--- src/hw/isc_pkg.sv ---
package isc_pkg;
	// ************************************************************
	// bus widths and register map
	// ************************************************************
	localparam int unsigned ADDR_W = 3;
	localparam int unsigned DATA_W = 8;
	localparam logic [ADDR_W-1:0] ADR_CTLA  = 3'h0;
	localparam logic [ADDR_W-1:0] ADR_CTLB  = 3'h1;
	localparam logic [ADDR_W-1:0] ADR_STAT  = 3'h2;
	localparam logic [ADDR_W-1:0] ADR_FLAG  = 3'h3;
	localparam logic [ADDR_W-1:0] ADR_SHIFT = 3'h4;
	localparam logic [ADDR_W-1:0] ADR_WL    = 3'h5;
	localparam logic [ADDR_W-1:0] ADR_WH    = 3'h6;
	// control_register_a bits
	localparam int unsigned CA_EN   = 7;
	localparam int unsigned CA_REL  = 6;
	localparam int unsigned CA_SPIE = 4;
	localparam int unsigned CA_STT  = 1;
	localparam int unsigned CA_SPT  = 0;
	// status_register bits
	localparam int unsigned ST_MSTS = 7;
	localparam int unsigned ST_STD  = 1;
	localparam int unsigned ST_SPD  = 0;
	// flag_register bits
	localparam int unsigned FL_STCF  = 7;
	localparam int unsigned FL_BSY   = 6;
	localparam int unsigned FL_STCEN = 1;
	localparam int unsigned FL_RSV   = 0;
	// reset values and counter step
	localparam logic [DATA_W-1:0] REG_RST = 8'h00;
	localparam logic [DATA_W-1:0] WL_RST  = 8'h04;
	localparam logic [DATA_W-1:0] CNT_ONE = 8'h01;
	// latest clock at which the start result is known
	localparam int unsigned START_RESULT_CLKS = 5;
	// ************************************************************
	// types
	// ************************************************************
	typedef enum logic [2:0] {
		ISC_IDLE   = 3'h0,
		ISC_START  = 3'h1,
		ISC_HOLD   = 3'h3,
		ISC_STOP_A = 3'h2,
		ISC_STOP_B = 3'h6,
		ISC_STOP_C = 3'h7,
		ISC_RSV    = 3'h4
	} isc_state_t;
	typedef struct packed {
		logic [ADDR_W-1:0] addr;
		logic [DATA_W-1:0] wdata;
		logic              wr;
		logic              rd;
	} isc_req_t;
	typedef struct packed {
		logic scl_out;
		logic scl_oe;
		logic sda_out;
		logic sda_oe;
	} isc_pins_t;
endpackage : isc_pkg

--- src/hw/isc_bus_ctrl.sv ---
// Behaviour
// - reservation disabled and bus busy: start request rejected, no start driven.
// - lost arbitration or released extension code counts as bus not used by us; the code detects neither arbitration loss nor extension codes.
// - start result flag settles within 5 clocks of the start request.
// - initial stop assume at 0: busy flag goes 1 on enable.
// - initial stop assume at 1: busy flag goes 0 on enable.
// - enable while data low and clock high counts as a start.
// - release bit drops participation, frees pins, withholds acknowledge; the code drives no acknowledge.
// - reserved start begins on shift write after stop interrupt.
// - without that shift write a reserved request stays waiting.
// - reservation enabled and bus free: start made at once, then wait state.
// - status register shows master state flag.
module isc_bus_ctrl (
	// clock, reset, enable
	input  wire logic            clk_sys_in,
	input  wire logic            sys_rst_in,
	input  wire logic            ce_in,
	// register port
	input  isc_pkg::isc_req_t    req_in,
	output logic [isc_pkg::DATA_W-1:0] rdata_out,
	// i2c pins
	input  wire logic            serial_clock_pin_in,
	input  wire logic            serial_data_pin_in,
	output isc_pkg::isc_pins_t   pins_out,
	// event to cpu
	output logic                 controller_irq_out
);
	import isc_pkg::*;

	// ************************************************************
	// link sampling
	// ************************************************************
	logic [2:0] scl_sync_q, scl_sync_d;
	logic [2:0] sda_sync_q, sda_sync_d;
	logic       scl_q, scl_d, sda_q, sda_d, sda_prev_q, sda_prev_d;
	logic       start_det, stop_det;

	// three stages, a change counts once stages two and three agree
	always_comb begin
		scl_sync_d = {scl_sync_q[1:0], serial_clock_pin_in};
		sda_sync_d = {sda_sync_q[1:0], serial_data_pin_in};
		scl_d      = (scl_sync_q[1] == scl_sync_q[2]) ? scl_sync_q[2] : scl_q;
		sda_d      = (sda_sync_q[1] == sda_sync_q[2]) ? sda_sync_q[2] : sda_q;
		sda_prev_d = sda_q;
	end

	// sampling registers
	always_ff @(posedge clk_sys_in or posedge sys_rst_in) begin
		if (sys_rst_in) begin
			scl_sync_q <= 3'h7;
			sda_sync_q <= 3'h7;
			scl_q      <= 1'b1;
			sda_q      <= 1'b1;
			sda_prev_q <= 1'b1;
		end else if (ce_in) begin
			scl_sync_q <= scl_sync_d;
			sda_sync_q <= sda_sync_d;
			scl_q      <= scl_d;
			sda_q      <= sda_d;
			sda_prev_q <= sda_prev_d;
		end
	end

	// edges of data while clock high
	assign start_det = scl_q & sda_prev_q & ~sda_q;
	assign stop_det  = scl_q & ~sda_prev_q & sda_q;

	// ************************************************************
	// registers and control
	// ************************************************************
	isc_state_t        state_q, state_d;
	logic [DATA_W-1:0] cnt_q, cnt_d;
	logic [DATA_W-1:0] ctlb_q, ctlb_d, shift_q, shift_d;
	logic [DATA_W-1:0] wl_q, wl_d, wh_q, wh_d, rdata_q, rdata_d;
	logic              en_q, en_d, spie_q, spie_d;
	logic              stt_q, stt_d, spt_q, spt_d;
	logic              stcf_q, stcf_d, busy_q, busy_d;
	logic              stcen_q, stcen_d, rsvdis_q, rsvdis_d;
	logic              mst_q, mst_d, std_q, std_d, spd_q, spd_d;
	logic              irq_q, irq_d;
	isc_pins_t         pins_q, pins_d;
	logic              wr_a, wr_f, wr_s, en_rise, rel;

	assign wr_a    = req_in.wr & (req_in.addr == ADR_CTLA);
	assign wr_f    = req_in.wr & (req_in.addr == ADR_FLAG);
	assign wr_s    = req_in.wr & (req_in.addr == ADR_SHIFT);
	assign en_rise = wr_a & req_in.wdata[CA_EN] & ~en_q;
	assign rel     = wr_a & req_in.wdata[CA_REL] & en_q;

	// next values of all control state
	always_comb begin
		state_d  = state_q;
		cnt_d    = (cnt_q != REG_RST) ? cnt_q - CNT_ONE : cnt_q;
		ctlb_d   = ctlb_q;
		shift_d  = shift_q;
		wl_d     = wl_q;
		wh_d     = wh_q;
		en_d     = en_q;
		spie_d   = spie_q;
		stt_d    = stt_q;
		spt_d    = spt_q;
		stcf_d   = stcf_q;
		busy_d   = busy_q;
		stcen_d  = stcen_q;
		rsvdis_d = rsvdis_q;
		mst_d    = mst_q;
		std_d    = std_q;
		spd_d    = spd_q;
		irq_d    = 1'b0;
		rdata_d  = REG_RST;
		// bus state seen on the wires
		if (start_det) begin
			busy_d = 1'b1;
			std_d  = 1'b1;
			spd_d  = 1'b0;
		end else if (stop_det) begin
			busy_d = 1'b0;
			std_d  = 1'b0;
			spd_d  = 1'b1;
			irq_d  = spie_q;
		end
		// sequencer
		unique case (state_q)
			ISC_IDLE: begin
				if (stt_q) begin
					stt_d = 1'b0;
					if (!busy_q) begin
						state_d = ISC_START;
						cnt_d   = wl_q;
						mst_d   = 1'b1;
						stcf_d  = 1'b0;
					end else if (rsvdis_q) begin
						stcf_d = 1'b1;
					end else begin
						state_d = ISC_RSV;
						stcf_d  = 1'b0;
					end
				end else if (spt_q) begin
					state_d = ISC_STOP_A;
					cnt_d   = wl_q;
				end
			end
			ISC_START: begin
				if (cnt_q == REG_RST) begin
					state_d = ISC_HOLD;
					irq_d   = 1'b1;
				end
			end
			ISC_HOLD: begin
				stt_d = 1'b0;
				if (spt_q) begin
					state_d = ISC_STOP_A;
					cnt_d   = wl_q;
				end
			end
			ISC_STOP_A: begin
				if (cnt_q == REG_RST) begin
					state_d = ISC_STOP_B;
					cnt_d   = wh_q;
				end
			end
			ISC_STOP_B: begin
				if (cnt_q == REG_RST) begin
					state_d = ISC_STOP_C;
				end
			end
			ISC_STOP_C: begin
				state_d = ISC_IDLE;
				mst_d   = 1'b0;
				spt_d   = 1'b0;
			end
			ISC_RSV: begin
				// only a shift write on a free bus launches the start
				if (wr_s && !busy_q) begin
					state_d = ISC_START;
					cnt_d   = wl_q;
					mst_d   = 1'b1;
				end
			end
			default: begin
				state_d = ISC_IDLE;
			end
		endcase
		// release or disable abandons the transfer
		if (rel || !en_q) begin
			state_d = ISC_IDLE;
			mst_d   = 1'b0;
			stt_d   = 1'b0;
			spt_d   = 1'b0;
		end
		if (!en_q) begin
			busy_d = 1'b0;
		end
		// register writes, a set beats the hardware clear
		if (wr_a) begin
			en_d   = req_in.wdata[CA_EN];
			spie_d = req_in.wdata[CA_SPIE];
			if (req_in.wdata[CA_STT] && (en_q || en_rise)) begin
				stt_d = 1'b1;
			end
			if (req_in.wdata[CA_SPT] && (en_q || en_rise)) begin
				spt_d = 1'b1;
			end
		end
		if (en_rise) begin
			busy_d = stcen_q ? (scl_q & ~sda_q) : 1'b1;
		end
		if (wr_f) begin
			stcen_d  = req_in.wdata[FL_STCEN];
			rsvdis_d = req_in.wdata[FL_RSV];
		end
		if (req_in.wr && req_in.addr == ADR_CTLB) begin
			ctlb_d = req_in.wdata;
		end
		if (wr_s && busy_q == 1'b0) begin
			shift_d = req_in.wdata;
		end
		if (req_in.wr && req_in.addr == ADR_WL) begin
			wl_d = req_in.wdata;
		end
		if (req_in.wr && req_in.addr == ADR_WH) begin
			wh_d = req_in.wdata;
		end
		// read data for the next cycle
		if (req_in.rd) begin
			unique case (req_in.addr)
				ADR_CTLA:  rdata_d = {en_q, 1'b0, 1'b0, spie_q, 2'b00, stt_q, spt_q};
				ADR_CTLB:  rdata_d = ctlb_q;
				ADR_STAT:  rdata_d = {mst_q, 5'h00, std_q, spd_q};
				ADR_FLAG:  rdata_d = {stcf_q, busy_q, 4'h0, stcen_q, rsvdis_q};
				ADR_SHIFT: rdata_d = shift_q;
				ADR_WL:    rdata_d = wl_q;
				ADR_WH:    rdata_d = wh_q;
				default:   rdata_d = REG_RST;
			endcase
		end
		// open drain drive from next state
		pins_d.scl_out = 1'b0;
		pins_d.sda_out = 1'b0;
		pins_d.scl_oe  = (state_d == ISC_HOLD) || (state_d == ISC_STOP_A);
		pins_d.sda_oe  = (state_d == ISC_START) || (state_d == ISC_HOLD) ||
		                 (state_d == ISC_STOP_A) || (state_d == ISC_STOP_B);
	end

	// control registers
	always_ff @(posedge clk_sys_in or posedge sys_rst_in) begin
		if (sys_rst_in) begin
			state_q  <= ISC_IDLE;
			cnt_q    <= REG_RST;
			ctlb_q   <= REG_RST;
			shift_q  <= REG_RST;
			wl_q     <= WL_RST;
			wh_q     <= WL_RST;
			rdata_q  <= REG_RST;
			en_q     <= 1'b0;
			spie_q   <= 1'b0;
			stt_q    <= 1'b0;
			spt_q    <= 1'b0;
			stcf_q   <= 1'b0;
			busy_q   <= 1'b0;
			stcen_q  <= 1'b0;
			rsvdis_q <= 1'b0;
			mst_q    <= 1'b0;
			std_q    <= 1'b0;
			spd_q    <= 1'b0;
			irq_q    <= 1'b0;
			pins_q   <= '0;
		end else if (ce_in) begin
			state_q  <= state_d;
			cnt_q    <= cnt_d;
			ctlb_q   <= ctlb_d;
			shift_q  <= shift_d;
			wl_q     <= wl_d;
			wh_q     <= wh_d;
			rdata_q  <= rdata_d;
			en_q     <= en_d;
			spie_q   <= spie_d;
			stt_q    <= stt_d;
			spt_q    <= spt_d;
			stcf_q   <= stcf_d;
			busy_q   <= busy_d;
			stcen_q  <= stcen_d;
			rsvdis_q <= rsvdis_d;
			mst_q    <= mst_d;
			std_q    <= std_d;
			spd_q    <= spd_d;
			irq_q    <= irq_d;
			pins_q   <= pins_d;
		end
	end

	assign rdata_out          = rdata_q;
	assign pins_out           = pins_q;
	assign controller_irq_out = irq_q;
endmodule : isc_bus_ctrl

--- config.mk ---
export PLATFORM = sky130hd
export DESIGN_NAME = isc_bus_ctrl
export DESIGN_NICKNAME = d
export VERILOG_FILES = /design/src/hw/isc_pkg.sv /design/src/hw/isc_bus_ctrl.sv
export SDC_FILE = /design/constraint.sdc
export NUM_CORES = 1
export LEC_CHECK = 0
export BUFFER_PORTS_ARGS = -buffer_cell sky130_fd_sc_hd__clkbuf_2
export CORE_UTILIZATION = 30
export CTS_CLUSTER_SIZE = 8
export DETAILED_ROUTE_END_ITERATION = 10
export GPL_TIMING_DRIVEN = 0
export HOLD_SLACK_MARGIN = 0.1
export PLACE_DENSITY = 0.5
export SYNTH_ARGS = -nofsm -noshare
export SYNTH_HDL_FRONTEND = slang
export SYNTH_SLANG_ARGS = --single-unit
--- constraint.sdc ---
create_clock -name clk_sys_in -period 2.8 [get_ports clk_sys_in]
set_input_delay 0.56 -clock clk_sys_in [delete_from_list [all_inputs] [get_ports clk_sys_in]]
set_output_delay 0.56 -clock clk_sys_in [all_outputs]
set_load 0.05 [all_outputs]
After elaboration in Yosys (flattened, before gate mapping):

Index checks and enable logic that the tools add are counted.

* flip-flop bits (word level): 74
* word-level logic and storage cells: 144

* eq/ne operators: 22
* bitwise gates (word level): 16
* add/sub/neg operators: 1
* reductions and logical operators: 34
* multiplexer cells: 45

Operator list (number)
* $mux W8: 7
* $pmux W8 S7: 1
* $pmux W8 S4: 1
* $mux W3: 9
* $mux W1: 25
* $eq A3 B3 Y1 const B: 7
* $reduce_and A2 Y1: 10
* $eq A3 B2 Y1 const B: 6
* $pmux W3 S6: 1
* $and A1 B1 Y1: 12
* $eq A3 B1 Y1 const B: 3
* $ne A3 B3 Y1 const B: 3
* $logic_not A8 Y1: 1
* $reduce_bool A8 Y1: 1
* $sub A8 B1 Y8 const B: 1
* $logic_and A1 B1 Y1: 7
* $logic_not A3 Y1: 2
* $logic_or A1 B1 Y1: 6
* $reduce_and A5 Y1: 1
* $ne A4 B3 Y1 const B: 1
* $not A1 Y1: 4
* $reduce_bool A4 Y1: 1
* $pmux W1 S3: 1
* $reduce_and A3 Y1: 1
* other kinds (4): 6

Depth between registers and ports, before layout:

* word-level depth: 10
* depth in mapped cells: 8

Worst setup path after synthesis:

Ideal clock, no wire load.

* path type: register to register
* from: register cnt_q[0]
* to: register cnt_q[0]
* stages on the path, launching flop included: 9
* path buffers: 1
* arrival time: 1.914 ns
* slack: 0.760 ns
* required time: 2.674 ns
* library setup time: 0.126 ns
* clock period less this slack: 2.040 ns
* path through: dfrtp_1 > inv_1 > ha_1 > or4b_1 > buf_6 > nor2_8 > o21ai_2 > a32o_1 > a221o_1

* longest elaborated chain between the ends: 5
* elaborated cells between the ends (all ways): 10
* those cells by class: add/sub (1); mux (7); reduce/logical (2)

Ends and longest elaborated chain
* start: declaration: line isc_bus_ctrl.sv:72 `logic [DATA_W-1:0] cnt_q, cnt_d;`
* start signal: assignment: line isc_bus_ctrl.sv:270 `cnt_q <= cnt_d;`
* $sub A8 B1 Y8 or $reduce_bool A8 Y1 (tied branches): line isc_bus_ctrl.sv:93 `cnt_d = (cnt_q != REG_RST) ? cnt_q - CNT_ONE : cnt_q;`
* $mux W8: line isc_bus_ctrl.sv:93
* $mux W8 (on tied branches): line isc_bus_ctrl.sv:138, isc_bus_ctrl.sv:151, isc_bus_ctrl.sv:127
* $mux W8: line isc_bus_ctrl.sv:125 `if (stt_q) begin`
* $pmux W8 S4 *: line isc_bus_ctrl.sv:123 `unique case (state_q)`

Mark *: on every way between the ends. The rest lies on a longest branch, timed or not.
A chain may end at the register's enable or synchronous reset.

Worst setup path after layout:

* from: input ce_in
* to: register state_q[0]

RTL lines
* start: declaration: line isc_bus_ctrl.sv:17 `input wire logic ce_in,`
* end signal: assignment: line isc_bus_ctrl.sv:269 `state_q <= state_d;`
* end: declaration: line isc_bus_ctrl.sv:71 `isc_state_t state_q, state_d;`

No word-level cell between the ends.

==> results.md <==
- The final-stage net count is 478.
- In the final layout, the share of cells above drive strength 1 is roughly a quarter.
- The initial utilization of the core area, before any placement, comes to approximately 30%.
- At the pin with the least slew margin, the transition time is 752 ps.
- Static timing analysis puts the maximum clock frequency at ~0.43 GHz.
- Final hold analysis gives a worst-case slack of between 200 and 250 ps.
- Cells fill between 30% and 40% of the core in the end.
- The clock passes through at most 2 buffers.
- Traced cell by cell, the critical path runs through clkbuf_2, clkbuf_1, buf_1, clkbuf_1, o22ai_1.
- 31 I/O pins were placed.
- The die is 119 µm wide.
- The antenna diode count is 0.
- Compared with the post-synthesis result, the final layout area differs by 18.6%.
- For the worst-skew pair, the clock arrives at the later sink with an insertion delay of 350 ps.
- Once placement completed, the tool counted placed cells totaling 624.
- The synthesized flop and latch total is 74.
- The count of nets left with antenna violations once routing finished came out at 0.
- The first TritonRoute pass finished after 4 iterations.
- For this run, the leading register cell type out of synthesis is sky130_fd_sc_hd__dfrtp_1.
- The quantity of I/O buffers inserted on ports is 28.
- The total of hold buffers inserted after clock tree synthesis is 0.
- The average wire per cell in the routed design is 18.7 µm.
- The leakage power total is 2.03 nW.
- The mapped cell area is ~0.004 mm².
- The number of cells produced by synthesis is ~420.
- The data required time at the worst endpoint is roughly 3000 ps.
- During synthesis, Yosys emitted a total of 0 warnings.
- After clock tree synthesis, the clock-pin slew on the worst setup and hold paths is 60 ps.
- The wire-length estimate of the detail-placed layout is approximately 8.6 mm.
- The initial antenna violation count was 0.
- The sequential cells in the finished layout cover a total of ~0.0019 mm².
- After clock tree synthesis, the repair step resized 0 gates.
- For this run, asynchronously set or reset flops after synthesis account for 100%.
- The first-pass GRT wire length is between 15 and 20 mm.
- Setup repair after global routing left no endpoint under its margin.
- The type of origin of the critical path is an input port.
- The ratio of routed vias to standard cells is about 5.4.
- The reg-to-reg critical path startpoint is cnt_q[0]$_DFFE_PP0P_.
- The total setup buffers inserted after CTS is 0.
- The total routed wirelength is 12.0 mm.
- At the worst endpoint, the arrival time is about 2500 ps.
- The final critical path takes up 82.1% of the cycle.
- The number of global-route vias before repair was 3,373.
- Summed over its instances, the top area cell type makes up about 38% of the synthesized netlist area.
- Dividing total power by cell area gives a power density of around 770 mW/mm².
- The pin count of the biggest net entering global routing is 45.
- The die covers ~0.014 mm².
- The synthesized design contains 0 enable-type register cells.
- CTS built an H-tree with a depth of 3.
- The worst-case headroom to the max-slew limit is 49.6%.
- After layout, the worst setup slack is around 500 ps.
- The number of pins with negative max-slew slack in the final report is 0.
- The critical path's most frequent cell is sky130_fd_sc_hd__clkbuf_1.
- After detailed routing, the number of remaining DRC violations is 0.
- Buffers inserted during clock tree synthesis total 9.
- TritonCTS built the clock tree.
- Ranked by total cell area, the synthesized netlist is headed by sky130_fd_sc_hd__dfrtp_1 38%, sky130_fd_sc_hd__mux2_2 12%, sky130_fd_sc_hd__dfstp_2 7.1%.
- The worst setup timing slack at the placement stage is 102 ps.
- The highest cell delay on the worst timing path is 610 ps.
- The first element of the critical path is ce_in.
- The peak supply drop is 409 µV.
- Synthesis instantiated 64 different standard cells from the library.
- The combined area of the multi-input logic cells is around 0.0020 mm².
- The number of DRC markers after the initial detailed-route iteration is 201.
- In the global route stage, overall resource usage came out at between 15 and 20%.
- The clock root buffer master is sky130_fd_sc_hd__clkbuf_16.
- The time the final worst path needs with I/O delays and setup is 2300 ps.
- The total number of vias is 3,469.
- The flow ran to the end, and the final reports show no timing, DRC or antenna violations.
- The endpoint type of the worst setup path is a register.
- The number of setup violations in the final report is 0.
- Routability-driven placement finished with a final weighted congestion of about 0.9.
- The post-synthesis average cell area is 9.80 µm².
- The maximum clock skew at final layout is approximately 8.7 ps.
- The number of cells on the worst reg-to-reg path is 8.
- Of all cell types, the one taking the most synthesized area is sky130_fd_sc_hd__dfrtp_1.
- In this run the worst path has a maximum fanout of 10.
- Once layout is complete, the cells apart from fillers number 640.
- The clock drives 74 sinks.
- After filler insertion, the fill cell instance count of the layout stands at 1,365.
- The library cell contributing the largest single delay on the critical path is sky130_fd_sc_hd__clkbuf_1.
- After floorplanning, the core was divided into 42 placement rows.
- The worst hold path belongs to the class input port to asynchronous set/reset pin.
- The start-to-end type of the worst setup path is input port to register.
- After synthesis, flip-flops and latches occupy 45.5% of the total area.
- The final-report hold violation count is 0.
- The height of the chip is ~120 µm.
- After global routing the overflow that remains totals 0.
- Max-cap violations in this run came to 0.
- The core region area is 0.0133 mm².
==> worst max-delay path: cells and delay by family <==
kind | cells | cell delay [ps]
compound gates | 1 | 190
buf+inv | 4 | 1730
==> metrics by stage <==
stage / power (mW) / area, µm² / TNS [ps]
after floorplan: 2.04 / 4100 / 0
after global placement: 2.27 / 4460 / -37240
after detailed placement: 2.29 / 4490 / 0
after CTS: 3.74 / 4860 / 0
after global routing: 3.90 / 4860 / 0
final: 3.72 / 4860 / 0
==> logic make-up after synthesis <==
logic type,Yosys count,share of synthesized area [%]
fa+ha+maj,1,0.305
buf+inv,48,4.92
simple gates,124,15.8
compound gates,117,18.8
flops,74,45.5
xor+xnor,2,0.428
mux,51,14.1
other cells,1,0.0915
==> where the power goes <==
part	internal (mW)	total, mW	switching, mW	leakage [nW]
Sequential	1.31	1.54	0.227	0.904
Clock	0.984	1.44	0.456	0.180
Combinational	0.339	0.745	0.406	0.950
==> metal layers <==
| metal | track usage (%) | share of wire, % | up-vias |
|---|---|---|---|
| met5 | 0 | 0 | - |
| met4 | 8.07 | 2.3 | 0 |
| met3 | 2.59 | 4.4 | 20 |
| met2 | 28.2 | 46 | 96 |
| met1 | 24.4 | 48 | 1734 |
| li1 | - | - | 1619 |
==> state kept, by name, indices dropped and copies added, names as in the netlist, 2 cells and up <==
signal / cells
wl_q: 8
state_q: 3
shift_q: 8
cnt_q: 8
rdata_out: 8
pins_out: 2
sda_sync_q: 3
wh_q: 8
ctlb_q: 8
scl_sync_q: 3
==> layout make-up <==
type                            count  share of cell area, %
Multi-Input combinational cell    297                   41.9
Sequential cell                    74                   38.4
Clock buffer                       11                   4.99
Tap cell                          176                   4.53
Timing Repair Buffer               29                   3.45
Clock inverter                      5                   2.57
Buffer                             26                   2.45
Inverter                           22                   1.75
==> path summary, 6_finish.rpt <==
path                                        endpoint  slack (ps)
max reg2reg                     cnt_q[0]$_DFFE_PP0P_         550
min reg2reg                       stcf_q$_DFFE_PP0P_         480
max in group asynchronous        wh_q[2]$_DFFE_PP1P_        1960
min                                std_q$_DFFE_PP0P_         210
max                           state_q[0]$_DFFE_PP0P_         500
min in group clk_sys_in    scl_sync_q[0]$_DFFE_PP1P_         450
==> cells in the final DEF (no fill, tap or decap), drive strengths merged, types with 2 or more instances in the layout <==
cell type	netlist	layout
a211oi	2	2
a21oi	19	19
a22o	3	3
a22oi	9	9
a2bb2oi	3	3
a311o	2	2
a311oi	2	2
a31oi	7	7
a32o	2	2
a32oi	5	5
a41oi	2	2
and3	3	3
buf	11	12
bufinv	0	4
clkbuf	15	54
conb	1	2
dfrtp	63	63
dfstp	11	11
inv	22	22
mux2	43	43
mux2i	7	7
nand2	39	39
nand2b	5	5
nand3	13	13
nand4	5	5
nor2	28	28
nor2b	4	4
nor3	6	6
nor3b	3	3
nor4b	2	2
o211ai	3	3
o21ai	29	29
o22ai	18	18
o31ai	2	2
or2	3	3
or3	4	4
or4	2	2
xnor2	2	2
==> synth_stat cells, types with 4 or more instances <==
master,number
sky130_fd_sc_hd__o22ai_1,18
sky130_fd_sc_hd__nand4_1,5
sky130_fd_sc_hd__o21ai_0,26
sky130_fd_sc_hd__a32oi_1,5
sky130_fd_sc_hd__clkbuf_1,15
sky130_fd_sc_hd__dfstp_2,11
sky130_fd_sc_hd__a31oi_1,7
sky130_fd_sc_hd__nor2b_1,4
sky130_fd_sc_hd__a21oi_1,19
sky130_fd_sc_hd__nand2b_1,5
sky130_fd_sc_hd__dfrtp_1,63
sky130_fd_sc_hd__mux2i_1,7
sky130_fd_sc_hd__inv_1,22
sky130_fd_sc_hd__nand3_1,13
sky130_fd_sc_hd__nor2_1,27
sky130_fd_sc_hd__mux2_2,43
sky130_fd_sc_hd__a22oi_1,9
sky130_fd_sc_hd__or3_1,4
sky130_fd_sc_hd__nand2_1,39
sky130_fd_sc_hd__buf_2,5
sky130_fd_sc_hd__nor3_1,5
Note: power is estimated with default switching activity, not from simulation.
